==> src/bank_regs.svh <==
// Purpose: named offsets, field positions, reset values and codes
// Assumes: included by the package and the design modules
// Notes: byte addresses on a 32-bit AHB-Lite slave
`ifndef BANK_SELECT_REGS_SVH
`define BANK_SELECT_REGS_SVH

// ----------------------------------------------------------------
// register map
// ----------------------------------------------------------------
`define CFG_OFFSET 12'h000
`define STATUS_OFFSET 12'h004
`define WORD_OFFSET 12'h008
`define OFFSET_MSB 11
`define OFFSET_LSB 2

// ----------------------------------------------------------------
// config fields (1 = strap installed)
// ----------------------------------------------------------------
`define CFG_BANK_LSB 0
`define CFG_BANK_MSB 3
`define CFG_FIXED_BIT 4
`define CFG_TEST_BIT 5
`define CFG_BANK_RESET 4'hF
`define CFG_FIXED_RESET 1'h1
`define CFG_TEST_RESET 1'h0

// ----------------------------------------------------------------
// status fields
// ----------------------------------------------------------------
`define ST_SELECT_BIT 0
`define ST_READ_BIT 1
`define ST_SWITCH_BIT 2
`define ST_DRIVER_BIT 3
`define ST_POWER_BIT 4
`define ST_CYCLE_BIT 5

// ----------------------------------------------------------------
// memory bus address layout and cycle codes
// ----------------------------------------------------------------
`define BUS_ADDR_W 18
`define BANK_MSB 17
`define BANK_LSB 14
`define WORD_ADDR_W 13
`define WORD_MSB 13
`define LOW_WORD_BIT 1
`define CYCLE_WRITE_BIT 1
`define HTRANS_ACTIVE_BIT 1
`define HRESP_OKAY 1'h0

`endif

==> src/bank_pkg.sv <==
// Purpose: shared types of the bank select and word address latch
// Assumes: bank_regs.svh holds the word address width; the other field widths are written here
// Notes: types only
`include "bank_regs.svh"

package bank_pkg;

  // ----------------------------------------------------------------
  // strap settings
  // ----------------------------------------------------------------
  typedef struct packed {
    logic read_only_test_strap;
    logic fixed_match_strap;
    logic [3:0] bank_straps;
  } strap_cfg_t;

  // ----------------------------------------------------------------
  // word register state
  // ----------------------------------------------------------------
  typedef struct packed {
    logic [`WORD_ADDR_W-1:0] word;
  } word_state_t;

  // ----------------------------------------------------------------
  // array drive group
  // ----------------------------------------------------------------
  typedef struct packed {
    logic [7:0] direct_bits;
    logic [1:0] driver_bits;
    logic [5:0] predecode_n;
  } array_drive_t;

endpackage

==> src/bank_select_word_address_latch.sv <==
// Purpose: address front end of one core memory bank
// Assumes: all inputs synchronous to core_clk
// Notes: straps are configuration bits written over AHB-Lite
//
// The AHB-Lite interface to the registers and the register addresses were decided locally.
`timescale 1ns/1ps
`include "bank_regs.svh"

module bank_select_word_address_latch (
  // clock and reset
  input wire logic core_clk,
  input wire logic reset_n,
  // ahb-lite slave
  input wire logic hsel,
  input wire logic [31:0] haddr,
  input wire logic [1:0] htrans,
  input wire logic hwrite,
  input wire logic [2:0] hsize,
  input wire logic [31:0] hwdata,
  input wire logic hready,
  output logic hreadyout,
  output logic hresp,
  output logic [31:0] hrdata,
  // memory bus side
  input wire logic [`BUS_ADDR_W-1:0] bus_addr,
  input wire logic dc_power_low,
  input wire logic cycle_type_bit0,
  input wire logic cycle_type_bit1,
  input wire logic transfer_request,
  // control logic timing
  input wire logic word_reg_clk,
  input wire logic read_timing_pulse,
  input wire logic write_timing_pulse,
  // control logic results
  output logic bank_select,
  output logic cycle_start,
  output logic read_transfer,
  output logic switch_strobe,
  output logic driver_strobe,
  // array decoder drive
  output bank_pkg::array_drive_t array_drive
);
  import bank_pkg::*;

  // ----------------------------------------------------------------
  // state
  // ----------------------------------------------------------------
  typedef struct packed {
    logic hreadyout;
    logic [31:0] hrdata;
    logic wr_pending;
    logic [`OFFSET_MSB:0] wr_offset;
    strap_cfg_t straps;
    logic reg_clk_prev;
    logic bank_select;
    logic cycle_start;
    logic read_transfer;
    logic switch_strobe;
    logic driver_strobe;
    logic [1:0] driver_bits;
    logic [5:0] predecode_n;
    logic power_low;
  } top_state_t;

  top_state_t state_reg;
  top_state_t state_next;

  logic bank_match;
  logic low_word_address_bit;
  logic word_load;
  logic [`WORD_ADDR_W-1:0] word_in;
  logic [`WORD_ADDR_W-1:0] word_q;
  logic [`WORD_ADDR_W-1:0] word_n;
  logic read_op;
  logic sw_next;
  logic drv_next;
  logic addr_phase;
  logic [`OFFSET_MSB:0] rd_offset;
  logic [31:0] rd_value;
  logic [31:0] status_word;

  // ----------------------------------------------------------------
  // comparator network
  // ----------------------------------------------------------------
  bank_matcher u_matcher (
    .bus_addr(bus_addr),
    .dc_power_low(dc_power_low),
    .straps(state_reg.straps),
    .bank_match(bank_match),
    .low_word_address_bit(low_word_address_bit)
  );

  // ----------------------------------------------------------------
  // word address register
  // ----------------------------------------------------------------
  always_comb begin
    // rising edge of the register clock from the control logic
    word_load = word_reg_clk & ~state_reg.reg_clk_prev;
    // bits 13..2 straight from receivers, bit 1 via the selector
    word_in = {bus_addr[`WORD_MSB:`LOW_WORD_BIT + 1], low_word_address_bit};
    word_n = word_load ? word_in : word_q;
  end

  word_address_reg u_word (
    .core_clk(core_clk),
    .load(word_load),
    .word_in(word_in),
    .word_out(word_q)
  );

  // ----------------------------------------------------------------
  // timing strobes
  // ----------------------------------------------------------------
  always_comb begin
    // test strap forces read whatever the cycle type lines hold
    read_op = state_reg.straps.read_only_test_strap | ~cycle_type_bit1;
    sw_next = (read_op & read_timing_pulse) | (~read_op & write_timing_pulse);
    drv_next = (read_op & write_timing_pulse) | (~read_op & read_timing_pulse);
  end

  // ----------------------------------------------------------------
  // register read mux
  // ----------------------------------------------------------------
  always_comb begin
    addr_phase = hsel & htrans[`HTRANS_ACTIVE_BIT] & hready;
    rd_offset = haddr[`OFFSET_MSB:0];
    status_word = 32'h0000_0000;
    status_word[`ST_SELECT_BIT] = state_reg.bank_select;
    status_word[`ST_READ_BIT] = state_reg.read_transfer;
    status_word[`ST_SWITCH_BIT] = state_reg.switch_strobe;
    status_word[`ST_DRIVER_BIT] = state_reg.driver_strobe;
    status_word[`ST_POWER_BIT] = state_reg.power_low;
    status_word[`ST_CYCLE_BIT] = state_reg.cycle_start;
    case (rd_offset)
      `CFG_OFFSET: begin
        rd_value = {26'h0, state_reg.straps};
      end
      `STATUS_OFFSET: begin
        rd_value = status_word;
      end
      `WORD_OFFSET: begin
        rd_value = {19'h0, word_q};
      end
      default: begin
        rd_value = 32'h0000_0000;
      end
    endcase
  end

  // ----------------------------------------------------------------
  // next state
  // ----------------------------------------------------------------
  always_comb begin
    state_next = state_reg;
    state_next.hreadyout = 1'b1;
    state_next.reg_clk_prev = word_reg_clk;

    // bus slave: read data loaded at the address phase edge
    state_next.wr_pending = 1'b0;
    if (addr_phase) begin
      state_next.wr_pending = hwrite;
      state_next.wr_offset = rd_offset;
      if (!hwrite) begin
        state_next.hrdata = rd_value;
      end
    end
    if (state_reg.wr_pending && state_reg.wr_offset == `CFG_OFFSET) begin
      // slot straps pick one of sixteen 8K-word banks
      state_next.straps.bank_straps = hwdata[`CFG_BANK_MSB:`CFG_BANK_LSB];
      state_next.straps.fixed_match_strap = hwdata[`CFG_FIXED_BIT];
      state_next.straps.read_only_test_strap = hwdata[`CFG_TEST_BIT];
    end

    // bank select and cycle start
    state_next.bank_select = bank_match;
    state_next.power_low = dc_power_low;
    state_next.cycle_start = transfer_request & bank_match;
    state_next.read_transfer = read_op;

    // strobes and gated decoder inputs
    state_next.switch_strobe = sw_next;
    state_next.driver_strobe = drv_next;
    state_next.driver_bits[0] = word_n[3 - 1] & drv_next;
    state_next.driver_bits[1] = word_n[9 - 1] & drv_next;
    state_next.predecode_n[0] = ~(sw_next & word_n[6 - 1]);
    state_next.predecode_n[1] = ~(sw_next & ~word_n[6 - 1]);
    state_next.predecode_n[2] = ~(sw_next & word_n[12 - 1] & word_n[13 - 1]);
    state_next.predecode_n[3] = ~(sw_next & ~word_n[12 - 1] & word_n[13 - 1]);
    state_next.predecode_n[4] = ~(sw_next & word_n[12 - 1] & ~word_n[13 - 1]);
    state_next.predecode_n[5] = ~(sw_next & ~word_n[12 - 1] & ~word_n[13 - 1]);
  end

  // ----------------------------------------------------------------
  // state register
  // ----------------------------------------------------------------
  always_ff @(posedge core_clk or negedge reset_n) begin
    if (!reset_n) begin
      state_reg.hreadyout <= 1'b1;
      state_reg.hrdata <= 32'h0000_0000;
      state_reg.wr_pending <= 1'b0;
      state_reg.wr_offset <= 12'h000;
      state_reg.straps.bank_straps <= `CFG_BANK_RESET;
      state_reg.straps.fixed_match_strap <= `CFG_FIXED_RESET;
      state_reg.straps.read_only_test_strap <= `CFG_TEST_RESET;
      state_reg.reg_clk_prev <= 1'b0;
      state_reg.bank_select <= 1'b0;
      state_reg.cycle_start <= 1'b0;
      state_reg.read_transfer <= 1'b0;
      state_reg.switch_strobe <= 1'b0;
      state_reg.driver_strobe <= 1'b0;
      state_reg.driver_bits <= 2'h0;
      state_reg.predecode_n <= 6'h3F;
      state_reg.power_low <= 1'b0;
    end else begin
      state_reg <= state_next;
    end
  end

  // ----------------------------------------------------------------
  // outputs
  // ----------------------------------------------------------------
  assign hreadyout = state_reg.hreadyout;
  assign hresp = `HRESP_OKAY;
  assign hrdata = state_reg.hrdata;
  assign bank_select = state_reg.bank_select;
  assign cycle_start = state_reg.cycle_start;
  assign read_transfer = state_reg.read_transfer;
  assign switch_strobe = state_reg.switch_strobe;
  assign driver_strobe = state_reg.driver_strobe;
  // direct decoder bits straight from the word register
  assign array_drive.direct_bits = {word_q[11 - 1], word_q[10 - 1], word_q[8 - 1],
    word_q[7 - 1], word_q[5 - 1], word_q[4 - 1], word_q[2 - 1], word_q[1 - 1]};
  assign array_drive.driver_bits = state_reg.driver_bits;
  assign array_drive.predecode_n = state_reg.predecode_n;

endmodule

==> src/bank_matcher.sv <==
// Purpose: strapped comparator network producing the bank match
// Assumes: straps high when installed
// Notes: combinational, registered by the caller
`timescale 1ns/1ps
`include "bank_regs.svh"

module bank_matcher (
  // address from the bus receivers
  input wire logic [`BUS_ADDR_W-1:0] bus_addr,
  input wire logic dc_power_low,
  // strap settings
  input wire bank_pkg::strap_cfg_t straps,
  // results
  output logic bank_match,
  output logic low_word_address_bit
);
  import bank_pkg::*;

  logic [3:0] bit_match;
  logic spare_match;

  always_comb begin
    // installed strap wants 0, removed strap wants 1
    bit_match = bus_addr[`BANK_MSB:`BANK_LSB] ^ straps.bank_straps;
    // spare receiver output held low, matches only with strap in
    spare_match = straps.fixed_match_strap;
    // every bit must match, power low blocks the select
    bank_match = (&bit_match) & spare_match & ~dc_power_low;
    // bit 1 routed through the selector
    low_word_address_bit = bus_addr[`LOW_WORD_BIT];
  end

endmodule

==> src/word_address_reg.sv <==
// Purpose: 13-bit word address register
// Assumes: load high for one cycle at a register clock rising edge
// Notes: no reset, contents unknown until the first load
`timescale 1ns/1ps
`include "bank_regs.svh"

module word_address_reg (
  // clock
  input wire logic core_clk,
  // load
  input wire logic load,
  input wire logic [`WORD_ADDR_W-1:0] word_in,
  // contents
  output logic [`WORD_ADDR_W-1:0] word_out
);
  import bank_pkg::*;

  word_state_t state_reg;
  word_state_t state_next;

  always_comb begin
    state_next = state_reg;
    if (load) begin
      state_next.word = word_in;
    end
  end

  // no preset or clear
  always_ff @(posedge core_clk) begin
    state_reg <= state_next;
  end

  assign word_out = state_reg.word;

endmodule

==> config.mk <==
export PLATFORM = sky130hd
export DESIGN_NAME = bank_select_word_address_latch
export DESIGN_NICKNAME = d
export VERILOG_FILES = /design/src/bank_pkg.sv /design/src/bank_select_word_address_latch.sv /design/src/bank_matcher.sv /design/src/word_address_reg.sv
export VERILOG_INCLUDE_DIRS = /design/src
export SDC_FILE = /design/constraint.sdc
export NUM_CORES = 1
export LEC_CHECK = 0
export BUFFER_PORTS_ARGS = -buffer_cell sky130_fd_sc_hd__buf_2
export CAP_MARGIN = 30
export CORE_AREA = 3 3 82 84
export CTS_BUF_LIST = sky130_fd_sc_hd__clkbuf_4 sky130_fd_sc_hd__clkbuf_8 sky130_fd_sc_hd__clkbuf_16
export DETAILED_ROUTE_END_ITERATION = 10
export DIE_AREA = 0 0 85 87
export PLACE_DENSITY = 0.83
export SLEW_MARGIN = 5
export SYNTH_ARGS = -nofsm -noshare
export SYNTH_HDL_FRONTEND = slang
export SYNTH_SLANG_ARGS = --single-unit
export TNS_END_PERCENT = 50
==> constraint.sdc <==
create_clock -name core_clk -period 3.3 [get_ports core_clk]
set_clock_uncertainty 0.05 [all_clocks]
set_input_delay 0.33 -clock core_clk [delete_from_list [all_inputs] [get_ports core_clk]]
set_output_delay 0.33 -clock core_clk [all_outputs]
set_load 0.02 [all_outputs]
# [Word-level counts from Yosys, hierarchy flattened]
# Cells that the tools add are included.
[totals] elab_cells=65 in_bits=99 ff_bits=60
[op_classes] bitwise=38 n_eq_ne=2 n_mux=3 n_reduce_logical=5
[ops] cell="$pmux W13 S3" count=1
[ops] cell="$mux W13" count=2
[ops] cell="$logic_not A12 Y1" count=2
[ops] cell="$and A1 B1 Y1" count=20
[ops] cell="$not A1 Y1" count=14
[ops] cell="$eq A12 B3 Y1 const B" count=1
[ops] cell="$eq A12 B4 Y1 const B" count=1
[ops] cell="$reduce_and A4 Y1" count=1
[ops] cell="$xor A4 B4 Y4" count=1
[ops] cell="$or A1 B1 Y1" count=3
[ops] cell="$reduce_and A2 Y1" count=1
[ops] cell="$logic_and A1 B1 Y1" count=1

# [Longest topological paths before layout]
[depth] ltp_word=8 ltp_mapped=5 ltp_nobuf=4

# [Cells and area by module]
# From an unflattened synthesis, not the netlist that was laid out.
[unflattened] cells_unflattened=224 area_unflattened_um2=2740.1
[modules_own_cells] module="bank_select_word_address_latch" area_each_um2=2287.2 instances=1 seq_area_each_um2=1189.9 cells_per_inst=204
[modules_own_cells] module="word_address_reg" area_each_um2=390.4 instances=1 seq_area_each_um2=390.4 cells_per_inst=13
[modules_own_cells] module="bank_matcher" area_each_um2=62.6 instances=1 seq_area_each_um2=0.0 cells_per_inst=7

# [Worst setup path before layout]
# Ideal clock, no wire load.
[synth_path] kind="reg2reg" from="register state_reg[22] (netlist name)" to="register, netlist name state_reg[20]" path_buffers=0 path_stages_with_launch=4 setup_slack_ns=1.974 synth_period_minus_slack_ns=1.326 arrival_time_ns=1.151 path_cell_list="dfrtp_1 nor4_2 nand4_2 mux2_2"
[synth_via] elab_chain_cells=2
[synth_lines] item="start: declaration" line_no="bank_select_word_address_latch.sv:65" source="top_state_t state_reg;"
[synth_lines] item="start signal: assignment" line_no="bank_select_word_address_latch.sv:215" source="state_reg <= state_next;"
[synth_lines] item="$logic_not A12 Y1 (no source line)"
[synth_lines] item="$logic_and A1 B1 Y1 (no source line)"
# Every way passes these cells.
# A chain may end at the register's enable or synchronous reset.

==> metrics.txt <==
dominant synthesized flop cell dfrtp_1; Max Root-Sink Buffers 2; Final Util 0.5161; Die Height 87 um; # port buffers 80; GRT Overall Usage 0.1542; CTS sink count 60; initial antenna violation count 0; final setup fails 0; RR Endpoint array_drive[2]$_DFF_PN1_; Vias 1717; standard-cell rows 28; placer congestion estimate 0.6987; Least-Margin Pin Slew 0.6995 ns; post-synth top area cell dfrtp_1; max incr delay on CP 0.55 ns; hold path start dc_power_low; drc violations 0; hold endpoint state_reg[0]$_DFF_PN0_; worst endpoint data arrival time 2.04 ns; clk slew on worst S/H paths 0.06 ns; Top Ports 154; power per cell area 525.5 nW/um^2; Ys Warns 0; reg2reg path depth 5; final net count 383; 1st-pass router iterations 5; Distinct cells, synth 31; Crit. End Element flip-flop; fin crit share 0.5574; Seq/Total Area, Yosys 0.5620; status finished clean; first-pass GRT wire length 8514 um; ranking of synthesized cells by area dfrtp_1, buf_4, dfstp_2; dpl hpwl 4404 um; highest clock rate 543.6 MHz; final antenna-violating net count 0; cell leakage power 1.509 nW; antenna cells 0; top-count cell post-synth buf_4; Hold Crit Depth 1; Critical Path, Cell by Cell nor2b_1 > buf_4 > mux2i_1 > inv_1 > nand3_1; mean post-synth cell area 11.94 sq um; final-report hold violation count 0; CP Launch Type flip-flop; H-tree depth 3; Initial Util 0.4545; reg-to-reg slack, setup 1.46 ns; synthesized cell area 2723 sq um; post-synth top area share 0.3309; via density per instance 4.717; critical path peak fanout 8; max FFs per register 21; RSZ-0062 raised after global routing no; Setup Buffers After CTS 0; Worst-Skew Late Latency 0.32 ns; commonest cells in the synthesized netlist buf_4, dfrtp_1, nand2_1; Total Wirelength 5363 um; fraction of layout cells with a size suffix above 1 0.4567; Syn Inst Count 228; type of the tightest min-delay check primary input to flip-flop; Worst EP required 3.51 ns; ys async rst share 0.7833; max_cap viols 0; Slew HR 0.5327; VDD IR max 0.2631 mV; vias in the first global route 1710; pin count of the biggest net entering global routing 27; Die Span X 85 um; RR Startpoint state_reg[14]$_DFF_PN0_; post-layout min period 1.839 ns; Max Slew Vio Count 0; Avg WL per Cell 14.73 um; Clock Tree Root clkbuf_8; grt ovf 0; Filler Cell Count 545; CTS tree yes; Worst Setup Path Type flip-flop to flip-flop; FF+latch count, synth 60; CORE AREA 5991 sq um; number of synthesized flops with an enable pin 8; Die Area 7395 sq um; Slowest-stage cell, CP nor2b_1; final setup TNS 0 ns; CTS buffer count 9; Area Overhead vs Synth 13.56%; drt first-iter violations 97
[cell type report]
cell class / count / area [sq um] / share of cell area
Timing Repair Buffer: 83 / 445.4 / 0.1441
Clock inverter: 3 / 13.76 / 0.004452
Sequential cell: 60 / 1530 / 0.4949
Tap cell: 75 / 93.84 / 0.03035
Clock buffer: 13 / 153.9 / 0.04978
Inverter: 6 / 22.52 / 0.007284
Multi-Input combinational cell: 124 / 832.0 / 0.2691
[logic make-up after synthesis]
logic type,share of synthesized area
xor+xnor,0.006435
other cells,0.002758
buf+inv,0.1585
flops,0.5620
compound gates,0.04917
simple gates,0.09788
mux,0.1232
[where the power goes]
part,switching (W),total [W],internal (W),leakage (nW)
registers,0.0000371,0.000859,0.000822,0.693
logic,0.000124,0.000215,0.0000915,0.723
clock network,0.000249,0.000550,0.000301,0.0925
[through the flow]
stage	setup slack [ns]	total power, W	hold slack (ns)	instances	instance area [sq um]
global route	1.296	0.001709	0.06506	364	3092
global placement	1.416	0.001073	0.3976	346	2887
detailed placement	1.347	0.001089	0.2824	347	2914
CTS	1.420	0.001645	0.06244	364	3092
floorplan	1.974	0.001034	-0.01559	247	2794
finish	1.461	0.001625	0.07855	364	3092
[how the worst max path moves through the flow]
stage                                      to  cells past startpoint  slack (ns)                 startpoint
global placement     array_drive[1]$_DFF_PN1_                      5        1.42               word_reg_clk
CTS                  array_drive[2]$_DFF_PN1_                      5        1.42    state_reg[14]$_DFF_PN0_
finish               array_drive[2]$_DFF_PN1_                      5        1.46    state_reg[14]$_DFF_PN0_
detailed placement   array_drive[1]$_DFF_PN1_                      5        1.35               word_reg_clk
floorplan           state_reg[20]$_DFFE_PN0P_                      3        1.97  state_reg[22]$_DFFE_PN0P_
global route         array_drive[3]$_DFF_PN1_                      5        1.30    state_reg[14]$_DFF_PN0_
[repair_timing]
action                                  in CTS  in global routing
hold buffers                                 1                  0
endpoints found under the setup margin       0                  0
resized for setup                            0                  0
hold endpoints to repair                    10                  0
[routing by layer]
metal  wire (um)  up-vias  global-route usage
met2        2740       71              0.2620
met3         279        8             0.03406
li1            -      823                   -
met5           0        -                   0
met1        2253      815              0.1827
met4          89        0             0.08201
[worst max-delay path: cells and delay by family, from the launching register on]
| kind | cells | cell delay, ns |
|---|---|---|
| buffers and inverters | 2 | 0.39 |
| DFF | 1 | 0.37 |
| muxes | 1 | 0.31 |
| and+or+nand+nor | 2 | 0.65 |
[cell usage in the layout (no fill, tap or decap), types with 3 or more instances in the layout]
cell type	count
buf_2	80
dfrtp_1	36
nand2_1	21
conb_1	21
mux2_2	20
o21ai_0	13
mux2i_1	11
dfstp_2	11
clkbuf_8	9
edfxtp_1	8
inv_1	6
nor2_1	6
a2bb2oi_1	6
nand3_1	5
dfxtp_1	5
clkbuf_4	4
nand2b_1	3
(Power assumes the default switching activity.)
